$ cat config.mk
export PLATFORM = sky130hd
export DESIGN_NAME = lcell_core
export DESIGN_NICKNAME = d
export VERILOG_FILES = /design/src/logic/lcell_pkg.sv /design/src/logic/lcell_core.sv
export SDC_FILE = /design/constraint.sdc
export NUM_CORES = 1
export LEC_CHECK = 0
export BUFFER_PORTS_ARGS = -buffer_cell sky130_fd_sc_hd__buf_2
export CORE_UTILIZATION = 25
export CTS_BUF_LIST = sky130_fd_sc_hd__clkbuf_4 sky130_fd_sc_hd__clkbuf_8 sky130_fd_sc_hd__clkbuf_16
export CTS_CLUSTER_DIAMETER = 150
export CTS_CLUSTER_SIZE = 24
export DETAILED_ROUTE_END_ITERATION = 16
export GPL_TIMING_DRIVEN = 1
export HOLD_SLACK_MARGIN = 0.1
export PLACE_DENSITY_LB_ADDON = 0.25
export SLEW_MARGIN = 20
export SYNTH_ARGS = -nofsm -noshare
export SYNTH_HDL_FRONTEND = slang
export SYNTH_SLANG_ARGS = --single-unit
$ cat constraint.sdc
create_clock -name pclk -period 3.4 [get_ports pclk]
set_clock_uncertainty 0.15 [all_clocks]
set_input_delay 0.34 -clock pclk [delete_from_list [all_inputs] [get_ports pclk]]
set_output_delay 0.34 -clock pclk [all_outputs]
set_load 0.01 [all_outputs]
$ cat src/logic/lcell_pkg.sv
package lcell_pkg;
	// Register byte offsets on the APB window
	localparam logic [7:0] OFF_CTRL_LO = 8'h00;
	localparam logic [7:0] OFF_CTRL_HI = 8'h04;
	localparam logic [7:0] OFF_SEL = 8'h08;
	localparam logic [7:0] OFF_GATE_LO = 8'h0C;
	localparam logic [7:0] OFF_GATE_HI = 8'h10;
	localparam logic [7:0] OFF_IRQ_ST = 8'h14;
	localparam logic [7:0] OFF_IRQ_MASK = 8'h18;
	// Implemented-bit masks, everything else reads zero except the output status bit in cell_control_low
	localparam logic [15:0] MASK_CTRL_LO = 16'h8CA7;
	localparam logic [15:0] MASK_CTRL_HI = 16'h000F;
	localparam logic [15:0] MASK_SEL = 16'h7777;
	localparam logic [15:0] MASK_GATE = 16'hFFFF;
	localparam logic [15:0] MASK_IRQ = 16'h0003;
	localparam logic [15:0] RST_REG = 16'h0000;
	// Field positions in cell_control_low
	localparam int POS_ON = 15;
	localparam int POS_RISE_EN = 11;
	localparam int POS_FALL_EN = 10;
	localparam int POS_OE = 7;
	localparam int POS_OUT_ST = 6;
	localparam int POS_OUT_INV = 5;
	localparam int MODE_W = 3;
	// Selector fields are 3 bits on a 4-bit pitch
	localparam int SEL_W = 3;
	localparam int SEL_PITCH = 4;
	localparam int NUM_SRC = 8;
	localparam int NUM_GATE = 4;
	// Status and mask bit positions
	localparam int IRQ_RISE = 0;
	localparam int IRQ_FALL = 1;
	// Candidate codes that are overridden inside the cell
	localparam logic [2:0] CODE_EXT = 3'h0;
	localparam logic [2:0] CODE_DMA = 3'h5;

	typedef enum logic [2:0] {
		LCELL_AND_OR = 3'b000,
		LCELL_OR_XOR = 3'b001,
		LCELL_AND4 = 3'b010,
		LCELL_SR = 3'b011,
		LCELL_DFF1 = 3'b100,
		LCELL_DFF2 = 3'b101,
		LCELL_JK = 3'b110,
		LCELL_LATCH = 3'b111
	} lcell_mode_t;

	// Eight candidates per selector, index equals code
	typedef struct packed {
		logic [7:0] sel4;
		logic [7:0] sel3;
		logic [7:0] sel2;
		logic [7:0] sel1;
	} lcell_cand_t;

	typedef struct packed {
		logic o;
		logic oe;
	} lcell_pin_t;
endpackage : lcell_pkg

$ cat src/logic/lcell_core.sv
// Function
// Software controls enable, irq edges, oe, polarity, mode
// Output and gate polarity are software invertible
// Four 3-bit selector fields in select register
// Each selector picks one of eight candidates
// Selectors give true and complement signals
// Each gate ORs its enabled selector signals
// Pin driven only while pin drive enabled
// Codes 0-2 are AND-OR, OR-XOR, AND4
// Code 3 SR latch, 7 transparent latch
// Code 4 D flop S/R, 5 two-input D
// Code 6 JK flop with reset
// Gate invert bits flip gate outputs
// Unimplemented bits ignore writes, read zero
// Cells 1-2 selector two code 5 DMA0
// Cells 3-4 selector three code 5 DMA1
// Status bit and edge irqs follow final output
// Disabled cell outputs low, resets, no irqs
//
// Our own choices: register access over APB and the placing of the registers.
module lcell_core
	import lcell_pkg::*;
#(
	parameter int CELL_NUM = 1
) (
	input wire logic pclk,
	input wire logic presetn,
	input wire logic psel,
	input wire logic penable,
	input wire logic pwrite,
	input wire logic [7:0] paddr,
	input wire logic [31:0] pwdata,
	output logic [31:0] prdata,
	output logic pready,
	output logic pslverr,
	input wire lcell_cand_t cand,
	input wire logic ext_input_a,
	input wire logic ext_input_b,
	input wire logic dma0_irq,
	input wire logic dma1_irq,
	output lcell_pin_t pin,
	output logic cell_out,
	output logic irq
);
	logic [15:0] ctrl_lo_r;
	logic [15:0] ctrl_hi_r;
	logic [15:0] sel_r;
	logic [15:0] gate_lo_r;
	logic [15:0] gate_hi_r;
	logic [15:0] irq_st_r;
	logic [15:0] irq_mask_r;
	logic [31:0] prdata_r;
	logic [2:0] ext_a_r;
	logic [2:0] ext_b_r;
	logic ext_a_q_r;
	logic ext_b_q_r;
	logic [3:0] src_d;
	logic [3:0] gate_q;
	logic [NUM_SRC-1:0] gate_en [NUM_GATE];
	logic fn_comb;
	logic q_r;
	logic g1_prev_r;
	logic g1_rise;
	logic cell_out_r;
	logic out_prev_r;
	logic cell_nxt;
	logic setup;
	logic wr;
	logic mapped;
	logic [15:0] rd_nxt;
	logic [15:0] irq_set;
	logic cell_on;
	lcell_mode_t mode;

	// Field picks from a packed selector register
	function automatic logic [2:0] sel_field(input logic [15:0] r, input int i);
		sel_field = r[i*SEL_PITCH +: SEL_W];
	endfunction : sel_field

	// OR of enabled true/negated sources for one gate
	function automatic logic gate_or(input logic [7:0] en, input logic [3:0] d);
		logic acc;
		acc = 1'b0;
		for (int s = 0; s < NUM_GATE; s++) begin
			acc = acc | (en[2*s+1] & d[s]) | (en[2*s] & ~d[s]);
		end
		gate_or = acc;
	endfunction : gate_or

	assign cell_on = ctrl_lo_r[POS_ON];
	assign mode = lcell_mode_t'(ctrl_lo_r[MODE_W-1:0]);
	assign setup = psel & ~penable;
	assign wr = psel & penable & pwrite;

	// APB decode; zero wait states
	always_comb begin
		mapped = 1'b1;
		case (paddr)
			OFF_CTRL_LO: rd_nxt = ctrl_lo_r | (16'(cell_out_r) << POS_OUT_ST);
			OFF_CTRL_HI: rd_nxt = ctrl_hi_r;
			OFF_SEL: rd_nxt = sel_r;
			OFF_GATE_LO: rd_nxt = gate_lo_r;
			OFF_GATE_HI: rd_nxt = gate_hi_r;
			OFF_IRQ_ST: rd_nxt = irq_st_r;
			OFF_IRQ_MASK: rd_nxt = irq_mask_r;
			default: begin
				rd_nxt = 16'h0000;
				mapped = 1'b0;
			end
		endcase
	end

	assign pready = 1'b1;
	assign pslverr = psel & penable & ~mapped;
	assign prdata = prdata_r;

	// Read data latched in the setup cycle so it comes from flops
	always_ff @(posedge pclk or negedge presetn) begin
		if (!presetn) begin
			prdata_r <= 32'h0000_0000;
		end else if (setup) begin
			prdata_r <= {16'h0000, rd_nxt};
		end
	end

	// Control registers; masks drop writes to unimplemented bits
	always_ff @(posedge pclk or negedge presetn) begin
		if (!presetn) begin
			ctrl_lo_r <= RST_REG;
			ctrl_hi_r <= RST_REG;
			sel_r <= RST_REG;
			gate_lo_r <= RST_REG;
			gate_hi_r <= RST_REG;
			irq_mask_r <= RST_REG;
		end else begin
			if (wr && paddr == OFF_CTRL_LO) begin
				ctrl_lo_r <= pwdata[15:0] & MASK_CTRL_LO;
			end
			if (wr && paddr == OFF_CTRL_HI) begin
				ctrl_hi_r <= pwdata[15:0] & MASK_CTRL_HI;
			end
			if (wr && paddr == OFF_SEL) begin
				sel_r <= pwdata[15:0] & MASK_SEL;
			end
			if (wr && paddr == OFF_GATE_LO) begin
				gate_lo_r <= pwdata[15:0] & MASK_GATE;
			end
			if (wr && paddr == OFF_GATE_HI) begin
				gate_hi_r <= pwdata[15:0] & MASK_GATE;
			end
			if (wr && paddr == OFF_IRQ_MASK) begin
				irq_mask_r <= pwdata[15:0] & MASK_IRQ;
			end
		end
	end

	// Pin inputs: three stages, accept once stages two and three agree
	always_ff @(posedge pclk or negedge presetn) begin
		if (!presetn) begin
			ext_a_r <= 3'h0;
			ext_b_r <= 3'h0;
			ext_a_q_r <= 1'b0;
			ext_b_q_r <= 1'b0;
		end else begin
			ext_a_r <= {ext_a_r[1:0], ext_input_a};
			ext_b_r <= {ext_b_r[1:0], ext_input_b};
			if (ext_a_r[1] == ext_a_r[2]) begin
				ext_a_q_r <= ext_a_r[2];
			end
			if (ext_b_r[1] == ext_b_r[2]) begin
				ext_b_q_r <= ext_b_r[2];
			end
		end
	end

	// Source selectors; pin and DMA slots are patched per cell
	always_comb begin
		lcell_cand_t c;
		c = cand;
		c.sel1[CODE_EXT] = ext_a_q_r;
		c.sel2[CODE_EXT] = ext_b_q_r;
		c.sel3[CODE_EXT] = ext_a_q_r;
		c.sel4[CODE_EXT] = ext_b_q_r;
		if (CELL_NUM <= 2) begin
			c.sel2[CODE_DMA] = dma0_irq;
		end else begin
			c.sel3[CODE_DMA] = dma1_irq;
		end
		src_d[0] = c.sel1[sel_field(sel_r, 0)];
		src_d[1] = c.sel2[sel_field(sel_r, 1)];
		src_d[2] = c.sel3[sel_field(sel_r, 2)];
		src_d[3] = c.sel4[sel_field(sel_r, 3)];
	end

	assign gate_en[0] = gate_lo_r[7:0];
	assign gate_en[1] = gate_lo_r[15:8];
	assign gate_en[2] = gate_hi_r[7:0];
	assign gate_en[3] = gate_hi_r[15:8];

	// Gates OR true/negated sources, then optional invert
	for (genvar g = 0; g < NUM_GATE; g++) begin : g_gate
		assign gate_q[g] = gate_or(gate_en[g], src_d) ^ ctrl_hi_r[g]; // see R5 see R6
	end

	// Combinational functions; sequential modes read the state bit
	always_comb begin
		case (mode)
			LCELL_AND_OR: fn_comb = (gate_q[0] & gate_q[1]) | (gate_q[2] & gate_q[3]);
			LCELL_OR_XOR: fn_comb = (gate_q[0] | gate_q[1]) ^ (gate_q[2] | gate_q[3]);
			LCELL_AND4: fn_comb = &gate_q;
			default: fn_comb = q_r;
		endcase
	end

	assign g1_rise = gate_q[0] & ~g1_prev_r;

	// Gate one is the clock of the flop modes, sampled on pclk
	always_ff @(posedge pclk or negedge presetn) begin
		if (!presetn) begin
			g1_prev_r <= 1'b0;
		end else begin
			g1_prev_r <= gate_q[0];
		end
	end

	// Storage element; reset has priority over set, except in SR mode where set wins
	always_ff @(posedge pclk or negedge presetn) begin
		if (!presetn) begin
			q_r <= 1'b0;
		end else if (!cell_on) begin
			q_r <= 1'b0;
		end else begin
			case (mode)
				LCELL_SR: begin
					if (gate_q[0] | gate_q[1]) begin
						q_r <= 1'b1;
					end else if (gate_q[2] | gate_q[3]) begin
						q_r <= 1'b0;
					end
				end
				LCELL_DFF1: begin
					if (gate_q[2]) begin
						q_r <= 1'b0;
					end else if (gate_q[3]) begin
						q_r <= 1'b1;
					end else if (g1_rise) begin
						q_r <= gate_q[1];
					end
				end
				LCELL_DFF2: begin
					if (gate_q[2]) begin
						q_r <= 1'b0;
					end else if (g1_rise) begin
						q_r <= gate_q[1] ^ gate_q[3];
					end
				end
				LCELL_JK: begin
					if (gate_q[2]) begin
						q_r <= 1'b0;
					end else if (g1_rise) begin
						case ({gate_q[1], gate_q[3]})
							2'b10: q_r <= 1'b1;
							2'b01: q_r <= 1'b0;
							2'b11: q_r <= ~q_r;
							default: q_r <= q_r;
						endcase
					end
				end
				LCELL_LATCH: begin
					if (gate_q[2]) begin
						q_r <= 1'b0;
					end else if (gate_q[3]) begin
						q_r <= 1'b1;
					end else if (gate_q[0]) begin
						q_r <= gate_q[1];
					end
				end
				default: q_r <= 1'b0;
			endcase
		end
	end

	// Final output register: polarity, then forced low when off
	assign cell_nxt = cell_on & (fn_comb ^ ctrl_lo_r[POS_OUT_INV]); // see R2

	always_ff @(posedge pclk or negedge presetn) begin
		if (!presetn) begin
			cell_out_r <= 1'b0;
			out_prev_r <= 1'b0;
		end else begin
			cell_out_r <= cell_nxt;
			out_prev_r <= cell_out_r;
		end
	end

	// Status bit mirrors the output; kept outside the write mask
	assign cell_out = cell_out_r;
	assign pin.o = cell_out_r;
	assign pin.oe = ctrl_lo_r[POS_OE];

	// Edge events on the polarity-corrected output
	always_comb begin
		irq_set = 16'h0000;
		irq_set[IRQ_RISE] = cell_on & ctrl_lo_r[POS_RISE_EN] & cell_out_r & ~out_prev_r;
		irq_set[IRQ_FALL] = cell_on & ctrl_lo_r[POS_FALL_EN] & ~cell_out_r & out_prev_r;
	end

	// Sticky status, write one clears, a new event beats the clear
	always_ff @(posedge pclk or negedge presetn) begin
		if (!presetn) begin
			irq_st_r <= RST_REG;
		end else if (wr && paddr == OFF_IRQ_ST) begin
			irq_st_r <= ((irq_st_r & ~pwdata[15:0]) | irq_set) & MASK_IRQ;
		end else begin
			irq_st_r <= irq_st_r | irq_set;
		end
	end

	assign irq = |(irq_st_r & irq_mask_r);

	AST_OFF_LOW: assert property (@(posedge pclk) disable iff (!presetn)
		!cell_on |=> !cell_out_r)
		else $error("output not low while cell disabled");

	AST_OE_WRITE: assert property (@(posedge pclk) disable iff (!presetn)
		(wr && paddr == OFF_CTRL_LO) |=> (pin.oe == $past(pwdata[POS_OE])))
		else $error("pin enable does not follow write");

	AST_AND4: assert property (@(posedge pclk) disable iff (!presetn)
		(cell_on && mode == LCELL_AND4) |=> cell_out_r == (&$past(gate_q) ^ $past(ctrl_lo_r[POS_OUT_INV])))
		else $error("four-input AND result wrong");

	AST_RISE_IRQ: assert property (@(posedge pclk) disable iff (!presetn)
		(cell_on && ctrl_lo_r[POS_RISE_EN] && cell_out_r && !out_prev_r) |=> irq_st_r[IRQ_RISE])
		else $error("rising edge did not set status");

	AST_NO_IRQ_OFF: assert property (@(posedge pclk) disable iff (!presetn)
		!cell_on |=> (irq_st_r & ~$past(irq_st_r)) == 16'h0000)
		else $error("interrupt raised while disabled");

	AST_RO_ZERO: assert property (@(posedge pclk) disable iff (!presetn)
		(setup && paddr == OFF_CTRL_HI) |=> prdata[31:4] == 28'h000_0000)
		else $error("unimplemented bits read non-zero");

	AST_DMA_ROUTE: assert property (@(posedge pclk) disable iff (!presetn)
		(CELL_NUM <= 2 && sel_field(sel_r, 1) == CODE_DMA) |-> src_d[1] == dma0_irq)
		else $error("DMA0 not routed to selector two");

	AST_DFF2: assert property (@(posedge pclk) disable iff (!presetn)
		(cell_on && mode == LCELL_DFF2 && g1_rise && !gate_q[2]) |=> q_r == $past(gate_q[1] ^ gate_q[3]))
		else $error("two-input D flop captured wrong value");

	AST_SR_SET: assert property (@(posedge pclk) disable iff (!presetn)
		(cell_on && mode == LCELL_SR && (gate_q[0] || gate_q[1])) |=> q_r)
		else $error("SR latch did not set");

	AST_DMA1_ROUTE: assert property (@(posedge pclk) disable iff (!presetn)
		(CELL_NUM > 2 && sel_field(sel_r, 2) == CODE_DMA) |-> src_d[2] == dma1_irq)
		else $error("DMA1 not routed to selector three");

	AST_STATUS_BIT: assert property (@(posedge pclk) disable iff (!presetn)
		(setup && paddr == OFF_CTRL_LO) |=> prdata[POS_OUT_ST] == $past(cell_out_r))
		else $error("output status bit does not follow output");

	AST_FALL_IRQ: assert property (@(posedge pclk) disable iff (!presetn)
		(cell_on && ctrl_lo_r[POS_FALL_EN] && !cell_out_r && out_prev_r) |=> irq_st_r[IRQ_FALL])
		else $error("falling edge did not set status");

	AST_JK_TOGGLE: assert property (@(posedge pclk) disable iff (!presetn)
		(cell_on && mode == LCELL_JK && g1_rise && !gate_q[2] && gate_q[1] && gate_q[3])
		|=> q_r != $past(q_r))
		else $error("JK flop did not toggle");

	AST_LATCH_OPEN: assert property (@(posedge pclk) disable iff (!presetn)
		(cell_on && mode == LCELL_LATCH && gate_q[0] && !gate_q[2] && !gate_q[3])
		|=> q_r == $past(gate_q[1]))
		else $error("open latch did not pass data");
endmodule : lcell_core

==> results.yml <==
status:
  status: "finished clean"
global_route:
  grt_overflow: 0
  grt_max_degree: 69
  grt_usage_pct: 13.65
  antenna_found_initial: 0
  grt_pass1_vias: 3302
  grt_first_pass_wirelength_um: 18660
clocking:
  root_buffer: "clkbuf_16"
  cts_sinks: 88
  clockBufferDepth: 2
  cts_tree: "done"
  insertion_delay_ns: 0.35
  cts_buffers: 9
  htree_levels: 3
  clk_pin_slew_ns: 0.07
worst_setup_path:
  critPathBufInv: 1
  cp.required_ns: 3.52
  path_max_fanout: 6
  max_stage_delay_ns: 0.57
  cp_top_family: "multiplexers"
  end_kind: "flip-flop"
  crit_cells: 10
  path_class: "flip-flop to flip-flop"
  cp_slowest_cell: "mux4_2"
  start_kind: "flip-flop"
  arrival_ns: 3.39
  reg2reg_depth: 10
  crit_chain: "mux2i_1, mux4_2, mux2i_2, nand4_1, xnor2_2, inv_2, a211oi_2, and4b_1, or4_1, a21oi_1"
placed_design:
  gp_congestion: 0.7954
  portBuffers: 79
  dp_slack_ns: 0.07834
  place.detailed.hpwl_um: 8439
synthesis:
  synth_top_flop_cell: "dfrtp_1"
  yosysSeqAreaShare_pct: 49.89
  synth_edf_count: 0
  async_flop_share_pct: 100.0
  yosys_warnings: 0
  ys_ff_latch: 88
  ys_types: 45
  yosys.area.top_type: "dfrtp_1"
  netlist_area_sq_um: 4414
  synthMostInstantiatedCell: "dfrtp_1"
  synth_common_cells: "88 x dfrtp_1, 63 x mux2_2, 33 x mux2i_1"
  synthCells: 365
  synth_top_area_share_pct: 49.89
  syn_area_per_cell_sq_um: 12.09
  ys_top_cells_by_area: "dfrtp_1 50%, mux2_2 16%, mux2i_1 7.5%, buf_4 3.9%, a222oi_1 3.2%"
cells_and_area:
  drive_gt1_share_pct: 40.49
  nets: 528
  area_delta_synth_final_pct: 23.04
  diodes: 0
job:
  drv_cap: 0
hold_path:
  worstHoldPathCells: 2
  worstHoldPathType: "input port to flip-flop"
timing:
  finalHoldViolCount: 0
  tightest_slew_ns: 0.9001
  fmax_mhz: 306.2
  tns_ns: 0
  drv_slew: 0
  slew_headroom_pct: 39.99
  layout_setup_ws_ns: 0.1340
  finalCriticalPeriod_ns: 3.266
  whs_ns: 0.1145
  rsz0062_at_grt: "false"
  setup_viol: 0
  finalCritPeriodShare_pct: 96.06
route:
  vias: 3248
  wire_per_inst_um: 17.16
  vias_per_cell: 4.798
  drtAntennaViolNets: 0
  dr.pass1.iters: 6
  wl_um: 11620
  drc: 0
  initialDrtViolationCount: 218
die:
  fp-row-count: 48
  start_util_pct: 25.52
  die_x_um: 134.9
  fp.dieH_um: 134.9
  core-area_sq_um: 17300
  ios: 119
  dieArea_sq_um: 18190
pwr:
  p_total_uw: 2440
  ir_drop_uv: 248.8
  p_leak_uw: 0.002493
  power_density_nw_per_um2: 449.2
cells by family (layout without fill, tap and decap cells):
logic type / Yosys count / after routing / share of synthesized area, %
AO/OA/AOI/OAI: 55 / 55 / 9.410
XOR/XNOR: 5 / 5 / 1.332
adder cells (fa/ha/maj): 2 / 2 / 0.4535
buffers and inverters: 45 / 117 / 5.782
flip-flops: 88 / 88 / 49.89
multiplexers: 100 / 100 / 25.60
other: 2 / 17 / 0.1701
AND/OR/NAND/NOR: 68 / 68 / 7.370
cell usage in the layout, fill, tap and decap left out, types with 9 or more instances in the layout:
master,instances
dfrtp_1,87
buf_4,12
clkbuf_16,9
conb_1,17
a222oi_1,14
a21oi_1,13
buf_2,78
mux2_2,63
nor2_1,21
mux2i_1,31
nand2_1,21
sequential cells by signal, indices dropped and copies added (netlist names), 3 cells and up:
register	cells
gate_hi_r	16
ctrl_lo_r	8
ext_b_r	3
ctrl_hi_r	4
gate_lo_r	16
prdata	16
ext_a_r	3
sel_r	12
layout make-up:
type	count	area [sq um]
fill	1805	11870
sequential	88	2203
multi-input combinational	247	2049
timing repair buffer	98	560.5
tap	225	281.5
clock buffer	10	232.7
clock inverter	6	92.59
inverter	3	11.26
worst reg2reg max path: stages (launching register included):
cell and delay [ns]:
dfrtp_1 0.48, mux2i_1 0.15, mux4_2 0.57, mux2i_2 0.26, nand4_1 0.19, xnor2_2 0.31, inv_2 0.11, a211oi_2 0.20
and4b_1 0.23, or4_1 0.40, a21oi_1 0.15
what timing repair did:
| action | 4_1_cts | 5_1_grt |
|---|---|---|
| hold buffers | 8 | 0 |
| setup buffers | 0 | 1 |
| gates resized for setup | 0 | 6 |
| hold endpoints to repair | 77 | 0 |
| endpoints found under the setup margin | 0 | 1 |
metrics by stage:
stage | cell area [sq um] | utilization (%) | cells
final | 5431 | 31.40 | 677
after global routing | 5431 | 31.40 | 677
after CTS | 5389 | 31.16 | 676
after detailed placement | 4984 | 28.81 | 652
after global placement | 4984 | 28.81 | 652
after floorplan | 4471 | - | 380
path summary, 6_finish.rpt:
path	startpoint	end	slack, ns
hold reg to reg	ext_a_r[0]	ext_a_r[1]	0.20
setup / recovery	sel_r[12]	cell_out	0.13
min in group asynchronous	presetn	ext_b_r[1]	0.50
setup reg to reg	sel_r[12]	cell_out	0.13
hold / removal	pwdata[4]	gate_lo_r[4]	0.11
max in group asynchronous	presetn	irq_mask_r[0]	1.86
power breakdown:
group	total [uW]	internal (uW)	switching, uW	leakage (uW)
logic	246	111	136	0.00118
registers	1120	1090	30.9	0.00116
clock network	1070	656	419	0.000153
total	2440	1850	586	0.00249
layer usage:
layer	vias up	global-route usage, %	part of all wire [%]
li1	1491	-	-
met1	1652	18.24	47
met2	93	21.62	46
met3	12	2.815	5.0
met4	0	5.243	1.7
met5	-	0	0
Power figures use the tool's default switching activity.
